File: config.mk
export PLATFORM = sky130hd
export DESIGN_NAME = sat_xlate
export DESIGN_NICKNAME = d
export VERILOG_FILES = /design/src/design/sat_pkg.sv /design/src/design/sat_map_table.sv /design/src/design/sat_xlate.sv
export VERILOG_INCLUDE_DIRS = /design/src /design/src/design
export SDC_FILE = /design/constraint.sdc
export NUM_CORES = 1
export LEC_CHECK = 0
export CORE_MARGIN = 2
export CORE_UTILIZATION = 40
export CTS_CLUSTER_SIZE = 28
export DETAILED_ROUTE_END_ITERATION = 6
export DONT_BUFFER_PORTS = 1
export MAX_ROUTING_LAYER = met4
export SYNTH_ARGS = -nofsm -noshare
export SYNTH_HDL_FRONTEND = slang
export SYNTH_SLANG_ARGS = --single-unit
File: constraint.sdc
create_clock -name core_clk -period 3.15 [get_ports core_clk]
set_input_delay 0.63 -clock core_clk [delete_from_list [all_inputs] [get_ports core_clk]]
set_output_delay 0.63 -clock core_clk [all_outputs]
set_load 0.02 [all_outputs]
File: src/design/sat_map.svh
`ifndef SAT_MAP_SVH
`define SAT_MAP_SVH

// ==========================================
// address layout
`define SAT_ADDR_W 24
`define SAT_OFS_LSB 0
`define SAT_OFS_W 12
`define SAT_BLK_LSB 12
`define SAT_BLK_W 7
`define SAT_SE_LSB 19
`define SAT_SE_W 4
`define SAT_CHK_BIT 23
`define SAT_CHK_OK 1'b0

// ==========================================
// sizes
`define SAT_PSA_BYTES 4096
`define SAT_SE_BYTES 524288
`define SAT_BLKS_PER_SE 128

// ==========================================
// map and selection
`define SAT_NUM_POS 16
`define SAT_ID_W 4
`define SAT_NUM_CE 3
`define SAT_NUM_IO_COMPUTE_ELEMENT 3
`define SAT_SEL_W 6
`define SAT_IO_COMPUTE_ELEMENT_SEL_LSB 3

// ==========================================
// timing
`define SAT_APPLY_CYC 2'h2

`endif

File: src/design/sat_pkg.sv
`include "sat_map.svh"

package sat_pkg;

	// ==========================================
	// sequencing states
	typedef enum logic [1:0] {
		SAT_ST_RUN,
		SAT_ST_WAIT,
		SAT_ST_APPLY_RUN,
		SAT_ST_APPLY_WAIT
	} sat_state_e;

	// ==========================================
	// carriers
	typedef struct packed {
		logic [`SAT_NUM_POS*`SAT_ID_W-1:0] assign_mask;
		logic [`SAT_SEL_W-1:0] select_mask;
	} sat_cmd_s;

	typedef struct packed {
		logic [`SAT_ADDR_W-1:0] addr;
		logic is_ifetch;
	} sat_ref_s;

	typedef struct packed {
		logic [`SAT_SE_W-1:0] se;
		logic [`SAT_BLK_W-1:0] blk;
	} sat_psa_s;

	typedef struct packed {
		logic [`SAT_ID_W-1:0] phys_se;
		logic [`SAT_BLK_W-1:0] blk;
		logic [`SAT_OFS_W-1:0] offset;
		logic in_ctrl_store;
		logic is_ifetch;
	} sat_xlat_s;

endpackage

File: src/design/sat_map_table.sv
`timescale 1ns/100ps
`default_nettype none
`include "sat_map.svh"

module sat_map_table #(
	parameter int NUM_POS = `SAT_NUM_POS,
	parameter int ID_W = `SAT_ID_W
) (
	// clock and reset
	input wire logic core_clk,
	input wire logic sys_rst,
	// load
	input wire logic load,
	input wire logic [NUM_POS*ID_W-1:0] load_mask,
	// lookup
	input wire logic [$clog2(NUM_POS)-1:0] rd_pos,
	output logic [ID_W-1:0] rd_id
);

	logic [ID_W-1:0] map_reg [NUM_POS];

	// ==========================================
	// map storage, identity after reset
	always_ff @(posedge core_clk) begin
		for (int i = 0; i < NUM_POS; i++) begin
			if (sys_rst) begin
				map_reg[i] <= ID_W'(i);
			end else if (load) begin
				map_reg[i] <= load_mask[i*ID_W +: ID_W];
			end
		end
	end

	assign rd_id = map_reg[rd_pos];

endmodule
`default_nettype wire

File: src/design/sat_xlate.sv
`timescale 1ns/100ps
`default_nettype none
`include "sat_map.svh"

module sat_xlate #(
	parameter bit IS_IO_COMPUTE_ELEMENT = 1'b0,
	parameter int ELEM_NUM = 1,
	parameter logic [`SAT_SE_W-1:0] HW_PSA_SE = 4'h0,
	parameter logic [`SAT_BLK_W-1:0] HW_PSA_BLK = 7'h01
) (
	// clock and reset
	input wire logic core_clk,
	input wire logic sys_rst,
	// reassignment command broadcast
	input wire logic map_cmd_valid,
	input wire sat_pkg::sat_cmd_s map_cmd,
	// element status and sequencing
	input wire logic elem_wait_state,
	output logic elem_hold,
	output logic resume_ifetch,
	output logic resume_wait,
	output logic map_loaded,
	// preferential area control
	input wire logic single_proc,
	input wire logic psa_set_valid,
	input wire sat_pkg::sat_psa_s psa_set,
	input wire logic hw_psa_load,
	output sat_pkg::sat_psa_s psa_cur,
	// storage references
	input wire logic ref_valid,
	input wire sat_pkg::sat_ref_s ref_in,
	output logic xlat_valid,
	output sat_pkg::sat_xlat_s xlat,
	output logic addr_error,
	output logic ref_refused
);

	// ==========================================
	// selection decode
	localparam int SEL_IDX = IS_IO_COMPUTE_ELEMENT ? (`SAT_IO_COMPUTE_ELEMENT_SEL_LSB + ELEM_NUM - 1) : (ELEM_NUM - 1);

	sat_pkg::sat_state_e state_reg, state_next;
	logic [1:0] apply_cnt_reg;
	logic map_load;
	logic selected;

	// unselected elements ignore the broadcast and keep their map
	assign selected = map_cmd_valid && map_cmd.select_mask[SEL_IDX];

	// ==========================================
	// reassignment sequencing
	always_comb begin
		state_next = state_reg;
		case (state_reg)
			sat_pkg::SAT_ST_RUN: begin
				if (selected) begin
					state_next = sat_pkg::SAT_ST_APPLY_RUN;
				end else if (elem_wait_state) begin
					state_next = sat_pkg::SAT_ST_WAIT;
				end
			end
			sat_pkg::SAT_ST_WAIT: begin
				if (selected) begin
					state_next = sat_pkg::SAT_ST_APPLY_WAIT;
				end else if (!elem_wait_state) begin
					state_next = sat_pkg::SAT_ST_RUN;
				end
			end
			sat_pkg::SAT_ST_APPLY_RUN: begin
				if (apply_cnt_reg == 2'h0) begin
					state_next = sat_pkg::SAT_ST_RUN;
				end
			end
			sat_pkg::SAT_ST_APPLY_WAIT: begin
				if (apply_cnt_reg == 2'h0) begin
					state_next = sat_pkg::SAT_ST_WAIT;
				end
			end
			default: begin
				state_next = sat_pkg::SAT_ST_RUN;
			end
		endcase
	end

	always_ff @(posedge core_clk) begin
		if (sys_rst) begin
			state_reg <= sat_pkg::SAT_ST_RUN;
		end else begin
			state_reg <= state_next;
		end
	end

	// map is loaded on the first cycle of the apply phase
	assign map_load = (state_reg == sat_pkg::SAT_ST_RUN || state_reg == sat_pkg::SAT_ST_WAIT) && selected;

	always_ff @(posedge core_clk) begin
		if (sys_rst) begin
			apply_cnt_reg <= 2'h0;
		end else if (map_load) begin
			apply_cnt_reg <= `SAT_APPLY_CYC - 2'h1;
		end else if (apply_cnt_reg != 2'h0) begin
			apply_cnt_reg <= apply_cnt_reg - 2'h1;
		end
	end

	// ==========================================
	// held mask: captured so the table loads a stable copy
	sat_pkg::sat_cmd_s cmd_reg;
	logic load_pend_reg;

	always_ff @(posedge core_clk) begin
		if (sys_rst) begin
			cmd_reg <= '0;
			load_pend_reg <= 1'b0;
		end else begin
			load_pend_reg <= map_load;
			if (map_load) begin
				cmd_reg <= map_cmd;
			end
		end
	end

	// ==========================================
	// logical to physical table
	logic [`SAT_SE_W-1:0] lookup_pos;
	logic [`SAT_ID_W-1:0] lookup_id;

	sat_map_table #(
		.NUM_POS(`SAT_NUM_POS),
		.ID_W(`SAT_ID_W)
	) u_map (
		.core_clk(core_clk),
		.sys_rst(sys_rst),
		.load(load_pend_reg),
		.load_mask(cmd_reg.assign_mask),
		.rd_pos(lookup_pos),
		.rd_id(lookup_id)
	);

	// ==========================================
	// sequencing outputs
	logic applying;
	logic apply_end;

	assign applying = state_reg == sat_pkg::SAT_ST_APPLY_RUN || state_reg == sat_pkg::SAT_ST_APPLY_WAIT;
	assign apply_end = applying && apply_cnt_reg == 2'h0;

	always_ff @(posedge core_clk) begin
		if (sys_rst) begin
			elem_hold <= 1'b0;
		end else begin
			// hold covers load cycle so no fetch sees a half-written map
			elem_hold <= map_load || (applying && !apply_end);
		end
	end

	always_ff @(posedge core_clk) begin
		if (sys_rst) begin
			resume_ifetch <= 1'b0;
			resume_wait <= 1'b0;
			map_loaded <= 1'b0;
		end else begin
			resume_ifetch <= apply_end && state_reg == sat_pkg::SAT_ST_APPLY_RUN;
			resume_wait <= apply_end && state_reg == sat_pkg::SAT_ST_APPLY_WAIT;
			map_loaded <= load_pend_reg;
		end
	end

	// ==========================================
	// preferential storage area location
	sat_pkg::sat_psa_s psa_reg;

	always_ff @(posedge core_clk) begin
		if (sys_rst) begin
			psa_reg <= '0;
		end else if (hw_psa_load) begin
			psa_reg.se <= HW_PSA_SE;
			psa_reg.blk <= HW_PSA_BLK;
		end else if (psa_set_valid) begin
			psa_reg <= psa_set;
		end
	end

	always_ff @(posedge core_clk) begin
		if (sys_rst) begin
			psa_cur <= '0;
		end else begin
			psa_cur <= psa_reg;
		end
	end

	// ==========================================
	// address field split
	logic chk_bit;
	logic [`SAT_SE_W-1:0] log_se;
	logic [`SAT_BLK_W-1:0] log_blk;
	logic [`SAT_OFS_W-1:0] ofs;

	assign chk_bit = ref_in.addr[`SAT_CHK_BIT];
	assign log_se = ref_in.addr[`SAT_SE_LSB +: `SAT_SE_W];
	assign log_blk = ref_in.addr[`SAT_BLK_LSB +: `SAT_BLK_W];
	assign ofs = ref_in.addr[`SAT_OFS_LSB +: `SAT_OFS_W];

	// ==========================================
	// area relocation
	// on compute elements the low block and own area trade places; the io compute element
	// sends the low block to control storage, so each processor sees its own
	// control words at low addresses without disturbing the others
	logic low_blk;
	logic own_blk;
	logic relocate;
	logic [`SAT_SE_W-1:0] eff_se;
	logic [`SAT_BLK_W-1:0] eff_blk;
	logic to_ctrl;

	assign low_blk = log_se == '0 && log_blk == '0;
	assign own_blk = log_se == psa_reg.se && log_blk == psa_reg.blk;
	// single processor: control words stay at fixed low addresses
	assign relocate = !single_proc;

	always_comb begin
		eff_se = log_se;
		eff_blk = log_blk;
		to_ctrl = 1'b0;
		if (relocate && low_blk) begin
			if (IS_IO_COMPUTE_ELEMENT) begin
				to_ctrl = 1'b1;
			end else begin
				eff_se = psa_reg.se;
				eff_blk = psa_reg.blk;
			end
		end else if (relocate && own_blk && !IS_IO_COMPUTE_ELEMENT) begin
			eff_se = '0;
			eff_blk = '0;
		end
	end

	assign lookup_pos = eff_se;

	// ==========================================
	// reference result
	logic ref_ok;

	// a reference offered while the map is changing is refused, not queued
	assign ref_ok = ref_valid && !applying && !map_load;

	always_ff @(posedge core_clk) begin
		if (sys_rst) begin
			xlat_valid <= 1'b0;
			addr_error <= 1'b0;
			ref_refused <= 1'b0;
		end else begin
			xlat_valid <= ref_ok && chk_bit == `SAT_CHK_OK;
			addr_error <= ref_ok && chk_bit != `SAT_CHK_OK;
			ref_refused <= ref_valid && !ref_ok;
		end
	end

	always_ff @(posedge core_clk) begin
		if (sys_rst) begin
			xlat <= '0;
		end else if (ref_ok) begin
			xlat.phys_se <= to_ctrl ? '0 : lookup_id;
			xlat.blk <= eff_blk;
			xlat.offset <= ofs;
			xlat.in_ctrl_store <= to_ctrl;
			xlat.is_ifetch <= ref_in.is_ifetch;
		end
	end

endmodule
`default_nettype wire

==> summary.md, run 1 <==
| Metric | Value |
|---|---|
| Critical path data required time | `3.45 ns` |
| Worst-path fanout max | `24` |
| Placer Congestion | `0.7704` |
| Worst R2R End | `xlat[21]` |
| CP max-delay cell | `or4b_2` |
| Post-CTS Hold Fix Bufs | `0` |
| Synthesized cell area | `7102 um2` |
| Commonest non-fill, non-tap cells in the layout | `dfxtp_1 (122), a22o_1 (65), edfxtp_1 (64)` |
| Rows | `48` |
| Hold Path Class | `primary input to flip-flop` |
| Mapped Nets | `698` |
| Largest net degree at the start of global routing | `66` |
| Crit path DAT | `3.12 ns` |
| Hold slack | `0.2706 ns` |
| Gates resized, CTS repair | `0` |
| Initial Util | `40.92%` |
| Commonest non-fill, non-tap cell in the layout | `dfxtp_1` |
| Number of setup buffers added after CTS | `0` |
| Hold Crit Start | `ref_in[24]` |
| Period utilisation layout | `89.52%` |
| Tmin final | `2.820 ns` |
| Vias after detailed routing | `4272` |
| Clock Latency Late Sink | `0.42 ns` |
| RSZ-0062 raised after global routing | `false` |
| Number of remaining DRC errors | `0` |
| Overflow after GRT | `0` |
| Syn Inst Count | `583` |
| Diode count | `0` |
| Primary FF master, synth | `dfxtp_1` |
| Pwr Total | `5.207 mW` |
| Final setup viols | `0` |
| Avg WL per Cell | `17.29 um` |
| Ys Warns | `0` |
| Max stage delay on crit path | `0.61 ns` |
| Vias in the first global route | `4111` |
| Max clock buf depth | `2` |
| Worst R2R Path Depth | `8` |
| Slew @ Worst Pin | `0.8039 ns` |
| Pwr/cell area | `658.4 nW/um2` |
| Reg clk slew, reported paths | `0.07 ns` |
| DIE WIDTH | `137.2 um` |
| Netlist cell types | `47` |
| Full die area | `18840 um2` |
| Hold Path Depth | `1` |
| Number of flops mapped to enable cells by yosys | `64` |
| IO buf count | `0` |
| Layout cells sized above 1 | `12.31%` |
| Clk_skew | `0.007813 ns` |
| Ys async rst share | `0%` |
| Die H | `137.2 um` |
| Global-route wire length before repair | `21670 um` |
| Drt initial violations | `233` |
| Maximum VDD drop | `0.0003703 V` |
| Num ports | `157` |
| Post-route setup TNS | `0 ns` |
| Core area | `17360 um2` |
| CP startpoint kind | `flip-flop` |
| Detail Route Antenna Nets | `0` |
| Root buffer cell | `clkbuf_16` |
| Critical path type | `flip-flop to flip-flop` |
| Post-detail-place hpwl | `9501 um` |
| Sequential cell area fraction in the yosys report | `61.45%` |
| Max transition margin | `46.41%` |
| R2r startpoint | `psa_reg[8]` |
| # clock sinks | `186` |
| Synthesized area per cell | `12.18 um2` |
| Yosys reg bits | `186` |
| Worst-path cell chain | `or4b_2 > nor4_1 > nor2_1 > a21oi_2 > buf_12 > mux2_2 > o31ai_1 > o211ai_1` |
| Max cap viols | `0` |
| CTS tree | `built` |
| Routed WL | `14010 um` |
| Htree depth | `4` |
| Final nets | `687` |
| CP endpoint kind | `flip-flop` |
| Hold Path End | `xlat_valid` |
| Filler cells | `1546` |
| Gr usage total | `15.65%` |
| CTS buffer count | `17` |
| Fmax | `354.6 MHz` |
| Final Hold Fails | `0` |
| R2R Setup Slk | `0.33 ns` |
| Via-per-instance ratio | `5.274` |
| Initial antenna violation count | `0` |
| Pre-antenna DRT Iters | `4` |
| Static Leak | `2.887 nW` |
| Area grow syn2layout | `11.36%` |
| Slew Viols, Final | `0` |
| Status | `completed` |
-- critical path: cells and delay by family, from the launching register on --
kind | cells | cell delay, ns
and+or+nand+nor | 3 | 1.01
AOI/OAI and AO/OA | 3 | 0.64
DFF | 1 | 0.46
muxes | 1 | 0.36
buffers and inverters | 1 | 0.21
-- how the worst max path moves through the flow --
stage                    start  endpoint  slack, ns  cells past startpoint
finish              psa_reg[8]  xlat[21]       0.33                      8
global route        psa_reg[3]  xlat[22]       0.28                      8
CTS                 psa_reg[1]  xlat[22]       0.39                      8
detailed placement  ref_in[14]  xlat[22]       0.13                      8
global placement    ref_in[14]  xlat[24]       0.21                      8
floorplan           ref_in[14]  xlat[21]       0.38                      8
-- stage by stage --
step / setup WS, ns / cell area [um2] / instances / util, %
final: 0.3302 / 7909 / 810 / 45.57
after global routing: 0.2800 / 7909 / 810 / 45.57
after CTS: 0.3883 / 7909 / 810 / 45.57
after detailed placement: 0.1291 / 7312 / 778 / 42.13
after global placement: 0.2113 / 7312 / 778 / 42.13
after floorplan: 0.3760 / 7102 / 583 / -
-- per-layer routing --
metal	vias up	share of wire, %	GRT usage, %	routed length [um]
li1	2091	-	-	-
met1	2000	44	18.91	6170
met2	166	46	24.41	6448
met3	15	8.8	5.740	1226
met4	0	1.2	4.983	163
met5	-	0	-	0
-- final cells by class --
type / count / area [um2] / area share, %
timing repair buffer: 9 / 80.08 / 1.012
clock buffer: 18 / 429.2 / 5.426
sequential: 186 / 4364 / 55.18
multi-input combinational: 354 / 2571 / 32.51
tap: 225 / 281.5 / 3.560
inverter: 4 / 15.01 / 0.1898
clock inverter: 14 / 167.7 / 2.120
-- where the power goes --
group / internal (mW) / total, mW / switching (mW) / leakage (nW)
logic: 0.151 / 0.334 / 0.183 / 1.01
registers: 2.60 / 2.70 / 0.0992 / 1.57
clock network: 1.26 / 2.17 / 0.913 / 0.301
total: 4.01 / 5.21 / 1.20 / 2.89
-- cells in the mapped netlist (all sizes together) (7+ instances only) --
| master | count | area share [%] |
|---|---|---|
| dfxtp | 122 | 34 |
| a22o | 65 | 8.0 |
| edfxtp | 64 | 27 |
| nand2 | 37 | 2.1 |
| mux2i | 35 | 4.9 |
| and2 | 34 | 3.0 |
| nand2b | 34 | 3.0 |
| a21oi | 26 | 1.9 |
| nor2 | 25 | 1.3 |
| clkbuf | 24 | 1.3 |
| mux2 | 16 | 2.5 |
| buf | 15 | 1.2 |
| nor2b | 13 | 1.1 |
| nor3 | 10 | 1.0 |
| xnor2 | 8 | 0.99 |
| a221oi | 7 | 0.86 |
-- cells by family after synthesis --
kind of cell	synth area share [%]
adders and majority gates	0.1762
DFF	61.45
buffers and inverters	2.660
other	0.05280
AOI/OAI and AO/OA	13.48
muxes	7.470
xor gates and xnor gates	1.480
and+or+nand+nor	13.23
Power figures use the tool's default switching activity.
==> run 2: changes to the inputs <==
--- a/config.mk
+++ b/config.mk
@@ -7,7 +7,7 @@
 export NUM_CORES = 1
 export LEC_CHECK = 0
 export CORE_MARGIN = 2
-export CORE_UTILIZATION = 40
+export CORE_UTILIZATION = 50
 export CTS_CLUSTER_SIZE = 28
 export DETAILED_ROUTE_END_ITERATION = 6
 export DONT_BUFFER_PORTS = 1
==> summary.md, run 2 (same netlist as run 1, synthesis figures left out) <==
| Metric | Value |
|---|---|
| Rows | `43` |
| Via-per-instance ratio | `5.554` |
| Final Hold Fails | `0` |
| Clk_skew | `0.006647 ns` |
| Post-CTS Hold Fix Bufs | `0` |
| CP startpoint kind | `flip-flop` |
| Diode count | `0` |
| Num ports | `157` |
| Fmax | `363.6 MHz` |
| Layout Utilization | `56.43%` |
| Max clock buf depth | `2` |
| Delay-heaviest family, CP | `simple AND/OR/NAND/NOR gates` |
| Number of remaining DRC errors | `0` |
| Overflow after GRT | `0` |
| Slew @ Worst Pin | `0.8049 ns` |
| Slew Viols, Final | `0` |
| Final setup viols | `0` |
| Initial antenna violation count | `0` |
| Critical path data required time | `3.50 ns` |
| Avg WL per Cell | `17.34 um` |
| Vias after detailed routing | `4249` |
| Detail Route Antenna Nets | `0` |
| Critical path type | `flip-flop to flip-flop` |
| Gates resized, CTS repair | `0` |
| Routed WL | `13260 um` |
| Post-detail-place hpwl | `8861 um` |
| Number of setup buffers added after CTS | `0` |
| Commonest non-fill, non-tap cells in the layout | `dfxtp_1 (122), a22o_1 (65), edfxtp_1 (64)` |
| Final nets | `687` |
| Worst slack, placed | `0.1398 ns` |
| Full die area | `15170 um2` |
| DIE WIDTH | `123.2 um` |
| Crit path DAT | `3.10 ns` |
| Status | `completed` |
| IO buf count | `0` |
| Largest net degree at the start of global routing | `66` |
| Max stage delay on crit path | `0.55 ns` |
| CTS tree | `built` |
| Setup slack after layout | `0.3994 ns` |
| # clock sinks | `186` |
| Core area | `13880 um2` |
| Worst-path cell chain | `xor2_1 > or4_4 > nor3_4 > nand2_2 > a22oi_2 > mux2_2 > a211o_1 > o211ai_1` |
| Htree depth | `4` |
| Global-route wire length before repair | `20560 um` |
| Layout cells sized above 1 | `11.97%` |
| Area grow syn2layout | `10.29%` |
| Post-route setup TNS | `0 ns` |
| Initial Util | `51.16%` |
| Clock Latency Late Sink | `0.43 ns` |
| Tmin final | `2.751 ns` |
| Drt initial violations | `251` |
| Max cap viols | `0` |
| Hold Path Class | `primary input to flip-flop` |
| Pwr/cell area | `651.9 nW/um2` |
| CP endpoint kind | `flip-flop` |
| Commonest non-fill, non-tap cell in the layout | `dfxtp_1` |
| Period utilisation layout | `87.32%` |
| Root buffer cell | `clkbuf_16` |
| Die H | `123.2 um` |
| Worst path bufs/invs | `0` |
| Vias in the first global route | `4090` |
| CP max-delay cell | `or4_4` |
| Max transition margin | `46.34%` |
| Gr usage total | `18.55%` |
| Reg clk slew, reported paths | `0.07 ns` |
| Placer Congestion | `0.9424` |
| Pre-antenna DRT Iters | `4` |
| RSZ-0062 raised after global routing | `false` |
| Static Leak | `2.860 nW` |
| CTS buffer count | `17` |
| Maximum VDD drop | `0.0003889 V` |
| Worst-path fanout max | `10` |
run 2: changes by cell type in the layout (fill, tap and decap cells not counted), sizes merged:
| cell | previous run | this run |
|---|---|---|
| clkbuf | 18 | 19 |
| clkinvlp | 0 | 3 |
| inv | 9 | 8 |
| clkinv | 6 | 4 |
| bufinv | 3 | 2 |
run 2: worst paths after layout:
| path | from | endpoint | slack [ns] | cells after the start |
|---|---|---|---|---|
| worst max-delay path | psa_reg[1] | xlat[22] | 0.40 | 8 |
| worst max register to register | psa_reg[1] | xlat[22] | 0.40 | 8 |
| worst min register to register | state_reg[0] | resume_ifetch | 0.44 | 1 |
| worst min-delay path | sys_rst | xlat[3] | 0.27 | 1 |
run 2: metal layers:
layer,track usage (%),up-vias,share of wire [%]
li1,-,2092,-
met1,21.87,1990,43
met2,29.33,151,47
met3,6.873,16,8.8
met4,6.392,0,1.2
met5,-,-,0
run 2: per-stage QoR:
step           instances  cell area, um2  total power, mW  hold slack [ns]
2_1_floorplan        583            7102            3.022           0.4122
3_3_place_gp         733            7256            3.080           0.4279
3_5_place_dp         733            7256            3.097           0.4348
4_1_cts              765            7833            5.168           0.2484
5_1_grt              765            7833            5.320           0.2464
6_report             765            7833            5.106           0.2709
run 2: cell type report:
class / instances / area (um2)
multi-input cells: 354 / 2571
well taps: 180 / 225.2
flip-flops and latches: 186 / 4364
clock inverters: 13 / 143.9
fillers: 1152 / 6048
repair buffers: 9 / 80.08
clock buffers: 19 / 432.9
inverters: 4 / 15.01
run 2: power breakdown:
part | internal (mW) | switching (mW) | leakage [nW]
Sequential | 2.60 | 0.0986 | 1.57
Combinational | 0.150 | 0.183 | 1.01
Clock | 1.18 | 0.893 | 0.274
Total | 3.93 | 1.17 | 2.86
run 2: worst register-to-register path, delay by kind of cell (launching register included):
kind / cells / cell delay, ns
muxes: 1 / 0.39
AOI/OAI and AO/OA: 3 / 0.83
xor gates and xnor gates: 1 / 0.18
and+or+nand+nor: 3 / 0.93
DFF: 1 / 0.35
